<file path="config.mk">
export PLATFORM = sky130hd
export DESIGN_NAME = scs_clock_ctrl
export DESIGN_NICKNAME = d
export VERILOG_FILES = /design/src/inc/scs_pkg.sv /design/src/logic/scs_clock_ctrl.sv
export SDC_FILE = /design/constraint.sdc
export NUM_CORES = 1
export LEC_CHECK = 0
export ABC_AREA = 1
export BUFFER_PORTS_ARGS = -buffer_cell sky130_fd_sc_hd__buf_2
export CORE_MARGIN = 3
export CORE_UTILIZATION = 38
export CTS_CLUSTER_DIAMETER = 50
export DETAILED_ROUTE_END_ITERATION = 7
export PLACE_DENSITY = 0.75
export SETUP_SLACK_MARGIN = 0.4
export SYNTH_ARGS = -nofsm -noshare
export SYNTH_HDL_FRONTEND = slang
export SYNTH_SLANG_ARGS = --single-unit
</file>
<file path="constraint.sdc">
create_clock -name clk_sys -period 1 [get_ports clk_sys]
set_input_delay 0.2 -clock clk_sys [delete_from_list [all_inputs] [get_ports clk_sys]]
set_output_delay 0.2 -clock clk_sys [all_outputs]
set_load 0.05 [all_outputs]
</file>
<file path="src/inc/scs_pkg.sv">
`default_nettype none
package scs_pkg;
   // ------------------------------------------------------------
   // Register offsets (byte addresses, one word each)
   // ------------------------------------------------------------
   localparam logic [3:0] ADDR_PIN_MODE = 4'h0; // clock_pin_mode_select
   localparam logic [3:0] ADDR_PCC = 4'h4;      // processor_clock_control
   localparam logic [3:0] ADDR_RCM = 4'h8;      // internal_osc_mode_reg
   localparam logic [3:0] ADDR_MCM = 4'hC;      // main_clock_mode_reg
   localparam int ADDR_W = 4;
   localparam int REG_W = 8;                   // Control registers, one byte

   // ------------------------------------------------------------
   // Reset values and field positions
   // ------------------------------------------------------------
   localparam logic [7:0] PIN_MODE_RST = 8'h00;
   localparam logic [7:0] PCC_RST = 8'h00;
   localparam logic [7:0] PCC_WMASK = 8'h37;   // Bits 3, 6, 7 stay zero
   localparam int PCC_CSS_BIT = 4;             // 1: CPU on subsystem clock
   localparam int PIN_MAIN_BIT = 6;            // Main pins in clock mode
   localparam int PIN_SUB_BIT = 4;             // Sub pins in clock mode
   localparam int PIN_EXT_BIT = 7;             // Main pins take ext clock
   localparam int PIN_EXTS_BIT = 5;            // Sub pins take ext clock
   localparam int RCM_HALT_BIT = 0;
   localparam int MCM_PICK_BIT = 0;            // main_clock_pick_bit
   localparam int MCM_HIGHSPEED_SOURCE_PICK_BIT = 2;            // highspeed_source_pick
   localparam int MCM_MCS_BIT = 1;             // main_source_status (RO)
   localparam int MCM_CLS_BIT = 3;             // cpu_sub_status (RO)
   localparam int CLK_SWITCH_CYCLES = 1;       // CPU source change delay
   localparam logic [31:0] BUS_ZERO = 32'h0000_0000;

   typedef enum logic [1:0] {
      SCS_SRC_INT = 2'b00,
      SCS_SRC_HS = 2'b01,
      SCS_SRC_SUB = 2'b10
   } scs_src_t;
endpackage : scs_pkg
`default_nettype wire

</file>
<file path="src/logic/scs_clock_ctrl.sv">
// Overview of operation
// - After reset the pin mode register is zero and all four pins are ports.
// - The high-speed source pick bit accepts one change per reset.
// - Peripherals on the stopped peripheral clock do not run meanwhile.
// - The watchdog gets its own clock, free of the main clock selection.
// - The interval timer low-speed clock bypasses the main clock selection.
// - External peripheral clocks bypass selection, except capture timers.
// - A CPU clock source change takes effect one cycle after the write.
`timescale 1ns/1ps
`default_nettype none
module scs_clock_ctrl (
   input wire logic clk_sys,            // System clock, 20 MHz
   input wire logic rst_n,              // Async reset, active low
   input wire logic wb_cyc_i,           // Wishbone cycle
   input wire logic wb_stb_i,           // Wishbone strobe
   input wire logic wb_we_i,            // Wishbone write enable
   input wire logic [3:0] wb_adr_i,     // Wishbone byte address
   input wire logic [3:0] wb_sel_i,     // Wishbone byte selects
   input wire logic [31:0] wb_dat_i,    // Wishbone write data
   output logic [31:0] wb_dat_o,        // Wishbone read data
   output logic wb_ack_o,               // Wishbone acknowledge
   input wire logic timer8_pick_lowspeed, // 8-bit timer picks low-speed clk
   input wire logic periph_pick_ext,    // Peripheral selects ext clock
   input wire logic capture_timer_ext,  // Capture timer edge-count source
   output logic main_pins_clock_mode,   // Main pins leave port use
   output logic sub_pins_clock_mode,    // Sub pins leave port use
   output logic main_pins_ext_input,    // Main pins take external clock
   output logic sub_pins_ext_input,     // Sub pins take external clock
   output logic internal_osc_run,       // Internal HS oscillator enable
   output logic [1:0] cpu_clock_src,    // Active CPU source
   output logic periph_clock_run,       // Prescaled peripheral clock on
   output logic periph_enable,          // Peripherals on prescaled clk
   output logic watchdog_own_clock,     // Watchdog on dedicated clock
   output logic timer8_bypass,          // Timer gets low-speed clock
   output logic periph_ext_bypass       // Peripheral uses ext clock direct
);
   // ------------------------------------------------------------
   // State
   // ------------------------------------------------------------
   logic [7:0] pin_mode, next_pin_mode;
   logic [7:0] processor_clock_control, next_pcc;
   logic halt, next_halt;
   logic pick, next_pick;
   logic highspeed_source_pick, next_highspeed_source_pick;
   logic highspeed_source_pick_used, next_highspeed_source_pick_used;
   logic [1:0] cpu_src, next_cpu_src;
   logic ack, next_ack;
   logic [31:0] rdata, next_rdata;
   logic bus_req;
   logic wr;
   logic rd;
   logic wr_pin;
   logic wr_pcc;
   logic wr_rcm;
   logic wr_mcm;
   logic [1:0] want_src;

   // Byte 0 carries every field, so lane 0 gates writes
   function automatic logic hit(input logic [3:0] a, input logic [3:0] o);
      hit = (a == o);
   endfunction : hit

   // ------------------------------------------------------------
   // Requested CPU source from the control bits
   // ------------------------------------------------------------
   always_comb begin
      if (processor_clock_control[scs_pkg::PCC_CSS_BIT])
         want_src = scs_pkg::SCS_SRC_SUB;
      else if (pick)
         want_src = scs_pkg::SCS_SRC_HS;
      else
         want_src = scs_pkg::SCS_SRC_INT;
   end

   // ------------------------------------------------------------
   // Bus decode
   // ------------------------------------------------------------
   // A write lands on the edge where the master sees ack high, since
   // the master holds address and data unchanged until that edge
   assign bus_req = wb_cyc_i && wb_stb_i;
   assign wr = bus_req && wb_we_i && ack && wb_sel_i[0];
   // Read data is taken in the request cycle so it stands with ack
   assign rd = bus_req && !wb_we_i && !ack;
   // One write strobe per register
   assign wr_pin = wr && hit(wb_adr_i, scs_pkg::ADDR_PIN_MODE);
   assign wr_pcc = wr && hit(wb_adr_i, scs_pkg::ADDR_PCC);
   assign wr_rcm = wr && hit(wb_adr_i, scs_pkg::ADDR_RCM);
   assign wr_mcm = wr && hit(wb_adr_i, scs_pkg::ADDR_MCM);

   // ------------------------------------------------------------
   // Bus handshake and read data
   // ------------------------------------------------------------
   // Ack one cycle after the request, dropped the next cycle
   always_comb begin
      next_ack = bus_req && !ack;
      next_rdata = scs_pkg::BUS_ZERO;
      // Unmapped addresses and write cycles read zero
      if (rd) begin
         if (hit(wb_adr_i, scs_pkg::ADDR_PIN_MODE))
            next_rdata[scs_pkg::REG_W-1:0] = pin_mode;
         else if (hit(wb_adr_i, scs_pkg::ADDR_PCC))
            next_rdata[scs_pkg::REG_W-1:0] = processor_clock_control;
         else if (hit(wb_adr_i, scs_pkg::ADDR_RCM))
            next_rdata[scs_pkg::RCM_HALT_BIT] = halt;
         else if (hit(wb_adr_i, scs_pkg::ADDR_MCM)) begin
            next_rdata[scs_pkg::MCM_PICK_BIT] = pick;
            next_rdata[scs_pkg::MCM_HIGHSPEED_SOURCE_PICK_BIT] = highspeed_source_pick;
            next_rdata[scs_pkg::MCM_MCS_BIT] =
               (cpu_src == scs_pkg::SCS_SRC_HS);
            next_rdata[scs_pkg::MCM_CLS_BIT] =
               (cpu_src == scs_pkg::SCS_SRC_SUB);
         end
      end
   end

   // Handshake registers
   always_ff @(posedge clk_sys or negedge rst_n) begin
      if (!rst_n) begin
         ack <= 1'b0;
         rdata <= scs_pkg::BUS_ZERO;
      end else begin
         ack <= next_ack;
         rdata <= next_rdata;
      end
   end

   // ------------------------------------------------------------
   // Pin mode register
   // ------------------------------------------------------------
   // Pins remain ports until software writes a clock mode
   always_comb begin
      next_pin_mode = pin_mode;
      if (wr_pin)
         next_pin_mode = wb_dat_i[scs_pkg::REG_W-1:0];
   end

   // Reset puts all four pins back to port use
   always_ff @(posedge clk_sys or negedge rst_n) begin
      if (!rst_n)
         pin_mode <= scs_pkg::PIN_MODE_RST;
      else
         pin_mode <= next_pin_mode;
   end

   // ------------------------------------------------------------
   // Processor clock register
   // ------------------------------------------------------------
   // Reserved bits forced to zero, so a careless write cannot set them
   always_comb begin
      next_pcc = processor_clock_control;
      if (wr_pcc)
         next_pcc = wb_dat_i[scs_pkg::REG_W-1:0]
            & scs_pkg::PCC_WMASK;
   end

   // Processor clock register storage
   always_ff @(posedge clk_sys or negedge rst_n) begin
      if (!rst_n)
         processor_clock_control <= scs_pkg::PCC_RST;
      else
         processor_clock_control <= next_pcc;
   end

   // ------------------------------------------------------------
   // Internal oscillator halt
   // ------------------------------------------------------------
   // Software must move the CPU off this oscillator before halting it
   always_comb begin
      next_halt = halt;
      if (wr_rcm)
         next_halt = wb_dat_i[scs_pkg::RCM_HALT_BIT];
   end

   // Oscillator runs out of reset
   always_ff @(posedge clk_sys or negedge rst_n) begin
      if (!rst_n)
         halt <= 1'b0;
      else
         halt <= next_halt;
   end

   // ------------------------------------------------------------
   // Main clock mode register
   // ------------------------------------------------------------
   // The source pick bit locks after its first real change; writing
   // the value already held does not use up that one change
   always_comb begin
      next_pick = pick;
      next_highspeed_source_pick = highspeed_source_pick;
      next_highspeed_source_pick_used = highspeed_source_pick_used;
      if (wr_mcm) begin
         next_pick = wb_dat_i[scs_pkg::MCM_PICK_BIT];
         if (!highspeed_source_pick_used && wb_dat_i[scs_pkg::MCM_HIGHSPEED_SOURCE_PICK_BIT] != highspeed_source_pick) begin
            next_highspeed_source_pick = wb_dat_i[scs_pkg::MCM_HIGHSPEED_SOURCE_PICK_BIT];
            next_highspeed_source_pick_used = 1'b1;
         end
      end
   end

   // Lock clears only on reset
   always_ff @(posedge clk_sys or negedge rst_n) begin
      if (!rst_n) begin
         pick <= 1'b0;
         highspeed_source_pick <= 1'b0;
         highspeed_source_pick_used <= 1'b0;
      end else begin
         pick <= next_pick;
         highspeed_source_pick <= next_highspeed_source_pick;
         highspeed_source_pick_used <= next_highspeed_source_pick_used;
      end
   end

   // ------------------------------------------------------------
   // CPU clock source
   // ------------------------------------------------------------
   // Switch lands one edge after the write lands, which gives the
   // one cycle of delay a source change needs
   always_comb begin
      next_cpu_src = want_src;
   end

   // CPU starts on the internal oscillator
   always_ff @(posedge clk_sys or negedge rst_n) begin
      if (!rst_n)
         cpu_src <= scs_pkg::SCS_SRC_INT;
      else
         cpu_src <= next_cpu_src;
   end

   // ------------------------------------------------------------
   // Outputs
   // ------------------------------------------------------------
   // Pins stay ports until software picks a clock mode
   assign main_pins_clock_mode = pin_mode[scs_pkg::PIN_MAIN_BIT];
   assign sub_pins_clock_mode = pin_mode[scs_pkg::PIN_SUB_BIT];
   assign main_pins_ext_input = pin_mode[scs_pkg::PIN_MAIN_BIT]
      & pin_mode[scs_pkg::PIN_EXT_BIT];
   assign sub_pins_ext_input = pin_mode[scs_pkg::PIN_SUB_BIT]
      & pin_mode[scs_pkg::PIN_EXTS_BIT];
   assign internal_osc_run = !halt;
   assign cpu_clock_src = cpu_src;
   // Prescaled clock follows highspeed_source_pick, not pick; halt stops it only while that bit is clear
   assign periph_clock_run = highspeed_source_pick ? 1'b1 : !halt;
   assign periph_enable = periph_clock_run;
   // Dedicated paths ignore pick and highspeed_source_pick entirely
   assign watchdog_own_clock = 1'b1;
   assign timer8_bypass = timer8_pick_lowspeed;
   assign periph_ext_bypass = periph_pick_ext && !capture_timer_ext;
   assign wb_ack_o = ack;
   assign wb_dat_o = rdata;
endmodule : scs_clock_ctrl
`default_nettype wire

</file>
=== Word-level counts from Yosys, hierarchy flattened ===
Index checks and enable logic that the tools add are counted.

* Output and inout port bits: 45
* Memory bits (read-only): 0
* Bits in latches: 0
* Register bits: 28
* Memories kept: 0
* RAM bits: 0
* Bits of input ports: 48

* Multipliers: 0
* Shifts and indexed selects: 0
* $add $sub $neg: 0
* Bitwise logic cells: 2
* Mux-type cells: 10
* Reductions and logical operators: 20
* Order comparisons: 0
* Equal/unequal tests: 6
* Divide/modulo/power cells: 0

{| class="wikitable"
|+ Operator list
! cell !! number
|-
| $mux W8 || 2
|-
| $logic_and A1 B1 Y1 || 13
|-
| $eq A4 B4 Y1 const B || 2
|-
| $mux W4 || 2
|-
| $logic_not A1 Y1 || 5
|-
| $eq A4 B3 Y1 const B || 1
|-
| $logic_not A4 Y1 || 1
|-
| $mux W2 || 2
|-
| $mux W1 || 3
|-
| $mux W3 || 1
|-
| $and A1 B1 Y1 || 2
|-
| $eq A2 B1 Y1 const B || 1
|-
| $eq A2 B2 Y1 const B || 1
|-
| $reduce_and A2 Y1 || 1
|-
| $ne A1 B1 Y1 || 1
|}

=== Depth between registers and ports, before layout ===
* Depth after elaboration: 6
* Gate-level depth with buffers: 7
* Mapped depth without buffers: 7

=== Worst setup path before layout ===
No wires, ideal clock.

* Path type: flip-flop to flip-flop
* Start: register ack (netlist: wb_ack_o)
* End: register highspeed_source_pick
* Clock period less this slack: 1.458 ns
* Path slack: -0.458 ns
* Stages on the path, launching flop included: 6
* Buffers on the path: 0
* Library setup time: 0.121 ns
* Arrival time: 1.337 ns
* Data required time: 0.879 ns
* Cells stage by stage: dfrtp_1 -> nand3_1 -> nor2_1 -> nand2_2 -> o21bai_1 -> nand2_1

* Longest elaborated chain between the ends: 4

{| class="wikitable"
|+ RTL lines
! what !! RTL line !! RTL
|-
| start, declared || scs_clock_ctrl.sv:47 || <nowiki>logic ack, next_ack;</nowiki>
|-
| start signal, assigned || scs_clock_ctrl.sv:122 || <nowiki>ack <= next_ack;</nowiki>
|-
| $logic_and A1 B1 Y1 (2 in series) || scs_clock_ctrl.sv:81 || <nowiki>assign wr = bus_req && wb_we_i && ack && wb_sel_i[0];</nowiki>
|-
| $logic_and A1 B1 Y1 || scs_clock_ctrl.sv:88 || <nowiki>assign wr_mcm = wr && hit(wb_adr_i, scs_pkg::ADDR_MCM);</nowiki>
|-
| $reduce_and A2 Y1 (no line) || -- ||
|-
| end signal, assigned || scs_clock_ctrl.sv:208 || <nowiki>highspeed_source_pick <= next_highspeed_source_pick;</nowiki>
|-
| end, declared || scs_clock_ctrl.sv:44 || <nowiki>logic highspeed_source_pick, next_highspeed_source_pick;</nowiki>
|}

No other way between the ends.
A chain may end at the register's enable or synchronous reset.

=== Final worst setup path ===
* Start: register pin_mode[6]
* End: output port main_pins_ext_input

* Longest elaborated chain between the ends: 1

{| class="wikitable"
|+ RTL lines
! what !! RTL line !! RTL
|-
| start, declared || scs_clock_ctrl.sv:40 || <nowiki>logic [7:0] pin_mode, next_pin_mode;</nowiki>
|-
| start signal, assigned || scs_clock_ctrl.sv:140 || <nowiki>pin_mode <= scs_pkg::PIN_MODE_RST;</nowiki>
|-
| start signal, assigned || scs_clock_ctrl.sv:142 || <nowiki>pin_mode <= next_pin_mode;</nowiki>
|-
| $and A1 B1 Y1 || scs_clock_ctrl.sv:237 || <nowiki>& pin_mode[scs_pkg::PIN_EXT_BIT];</nowiki>
|-
| end, declared || scs_clock_ctrl.sv:27 || <nowiki>output logic main_pins_ext_input,</nowiki>
|}

No other way between the ends.

==> impl_metrics.json <==
{
  "grt_use_total_pct": 15.1,
  "setup_slack_ps": -217,
  "maxSlewViolCount": 0,
  "power_leakage_nw": 1.17,
  "yosys.area_share.simple_pct": 25.4,
  "crit_buf_inv": 2,
  "min_period_over_period_pct": 122,
  "path_cells": "nand2_2 -> clkinvlp_4 -> buf_8",
  "crit_type": "reg -> out",
  "cts_tree": "yes",
  "fin_nets": 298,
  "cpPeakStageDelay_ps": 430,
  "yosys.area.top_type": "dfrtp_1",
  "grt_max_degree": 29,
  "yosys_warnings": 0,
  "drive_gt1_share_pct": 53.0,
  "synth_cell_types": 22,
  "fp.dieArea_sq_um": 4780,
  "fmaxAchievable_mhz": 821,
  "overflow": 0,
  "status": "complete, but fails checks",
  "vias_per_cell": 4.41,
  "die_y_microns": 69.1,
  "fin_area_sq_um": 2310,
  "first_pass_iters": 4,
  "r2r_start": "wb_ack_o$_DFF_PN0_",
  "start_util_pct": 40.4,
  "synth.cell_area_sq_um": 1510,
  "cts_buffer_depth": 2,
  "drcViolationCount": 0,
  "cts_sinks": 28,
  "dp_hpwl_microns": 2430,
  "cp_top_family": "flip-flops",
  "cts_root_buffer": "clkbuf_8",
  "synth.area.mux_share_pct": 0,
  "hold_depth": 3,
  "gp_congestion": 0.792,
  "r2r_end": "wb_dat_o[0]$_DFF_PN0_",
  "pin_count": 93,
  "synth_edf_count": 0,
  "clkLatencyLatePin_ps": 270,
  "synth_xor_area_share_pct": 0,
  "crit_slowest_cell": "dfrtp_2",
  "grt_pass1_wl_microns": 5920,
  "routed_wl_microns": 3500,
  "crit_path_end_kind": "output port",
  "synth-main-ff-cell": "dfrtp_1",
  "required_ps": 800,
  "synth_fa_ha_area_share_pct": 0,
  "setup.reg_to_reg.worst_slack_ps": -110,
  "yosysMostFrequentCell": "nand2_1",
  "grt_pass1_vias": 1309,
  "n_antenna_cell": 0,
  "cp-start-kind": "flip-flop",
  "cap_violations": 0,
  "final-setup-viol-count": 40,
  "hold_slack_ps": 119,
  "ir_drop_mv": 0.476,
  "setup_tns_ps": -2690,
  "yosysSeqAreaShare_pct": 46.3,
  "placed_cell_area_sq_um": 1860,
  "synth_compound_area_share_pct": 6.94,
  "power_density_nw_per_um2": 1060,
  "ant_nets": 0,
  "ys_ff_latch": 28,
  "vias": 1309,
  "htreeDepth": 1,
  "fp.dieW_microns": 69.1,
  "syn_avg_cell_area_sq_um": 8.23,
  "synth_top_family_by_area": "simple AND/OR/NAND/NOR gates",
  "rows": 22,
  "yosysTopAreaCellShare_pct": 46.3,
  "finClkSkew_ps": 2.45,
  "hold_path_class": "in -> reg",
  "cp_max_fo": 2,
  "worstHoldStart": "wb_dat_i[3]",
  "wl_per_cell_microns": 11.8,
  "synth_commonest_cells": "nand2_1 (44), dfrtp_1 (28), buf_4 (27)",
  "rsz0062_at_grt": "true",
  "numCtsBuffers": 3,
  "synthArstFlopShare_pct": 100,
  "syn_to_final_growth_pct": 52.6,
  "antenna_found_initial": 0,
  "synth.area.top_cells": "dfrtp_1 (46%), buf_4 (13%), nand2_1 (11%)",
  "syn_inst": 184,
  "drt_iter0_markers": 71,
  "io_buffers": 38,
  "worstHoldEndpoint": "pin_mode[3]$_DFFE_PN0P_",
  "worst_r2r_path_depth": 6,
  "core_area_sq_um": 3740,
  "violations": "setup timing",
  "cp.arrival_ps": 1020,
  "timing.final.hold_violations": 0,
  "clkTransAtPathRegs_ps": 90,
  "finalCriticalPeriod_ps": 1220
}
[per-layer routing]
metal	vias to the layer above	part of all wire, %	GRT usage, %
li1	656	-	-
met1	615	40	18.1
met2	34	54	27.0
met3	4	5.1	2.77
met4	0	1.1	5.21
met5	-	0	0
[repair_timing]
item	in CTS	in global routing
pin swaps	11	12
endpoints found under the hold margin	28	0
setup buffers	6	6
gates resized for setup	73	15
setup endpoints to repair	46	46
cloned	1	0
hold buffers	1	0
[layout make-up]
type / count / area, sq um
fill: 309 / 1430
multi-input combinational: 127 / 757
sequential: 28 / 718
timing repair buffer: 67 / 606
inverter: 23 / 115
tap: 48 / 60.1
clock buffer: 4 / 55.1
[flip-flops by register name (all words and copies together) (netlist names), 2 cells and up]
register and flops:
processor_clock_control 5, wb_dat_o 8, pin_mode 8, cpu_clock_src 2
[stage by stage]
| step | worst slack, ps | power (W) | utilization (%) | instances |
|---|---|---|---|---|
| final | -217 | 0.00246 | 61.7 | 297 |
| after detailed placement | -127 | 0.00169 | 49.6 | 279 |
| after global placement | -127 | 0.00168 | 49.6 | 279 |
| after floorplan | -166 | 0.00163 | - | 207 |
| after global routing | -265 | 0.00256 | 61.7 | 297 |
| after CTS | -214 | 0.00244 | 59.0 | 291 |
[report_power, final]
part / total, W / switching [W] / internal [W]
sequential: 0.00118 / 0.0000216 / 0.00115
combinational: 0.000585 / 0.000420 / 0.000164
clock: 0.000697 / 0.000344 / 0.000353
[worst max path at each step]
stage / start / end / slack [ps] / cells after the start
CTS: halt$_DFFE_PN0P_ / internal_osc_run / -210 / 2
finish: pin_mode[6]$_DFFE_PN0P_ / main_pins_ext_input / -220 / 3
global placement: wb_adr_i[1] / pin_mode[6]$_DFFE_PN0P_ / -130 / 6
global route: halt$_DFFE_PN0P_ / internal_osc_run / -260 / 2
floorplan: wb_ack_o$_DFF_PN0_ / highspeed_source_pick$_DFFE_PN0P_ / -170 / 5
detailed placement: wb_adr_i[1] / pin_mode[6]$_DFFE_PN0P_ / -130 / 6
[worst register-to-register path, cell delays in order, from the launching register on]
cell and delay (ps):
dfrtp_2 450, buf_6 130, nor2_4 110, nand2_4 120, clkinv_4 90, o21ai_2 50, nor2_1 90
[cell families after synthesis]
| logic type | count (synthesis) |
|---|---|
| simple gates | 81 |
| buf+inv | 53 |
| flops | 28 |
| compound gates | 20 |
| other cells | 2 |
[layout by cell type, fill, tap and decap left out, types with 2 or more instances in the layout]
master / n
dfrtp_1: 14
nor3_2: 2
clkbuf_8: 4
buf_12: 3
nand2_4: 5
inv_1: 13
inv_2: 5
o21ai_1: 7
nor2_1: 6
nand3_1: 6
conb_1: 25
nand3_2: 3
o21ai_2: 5
dfrtp_2: 14
buf_2: 17
nand2_1: 33
o21ai_0: 2
a21oi_2: 3
nand4_1: 8
buf_6: 20
buf_8: 4
nor2_4: 8
nand2_2: 8
clkinvlp_4: 3
buf_4: 22
Note: power is estimated with default switching activity, not from simulation.
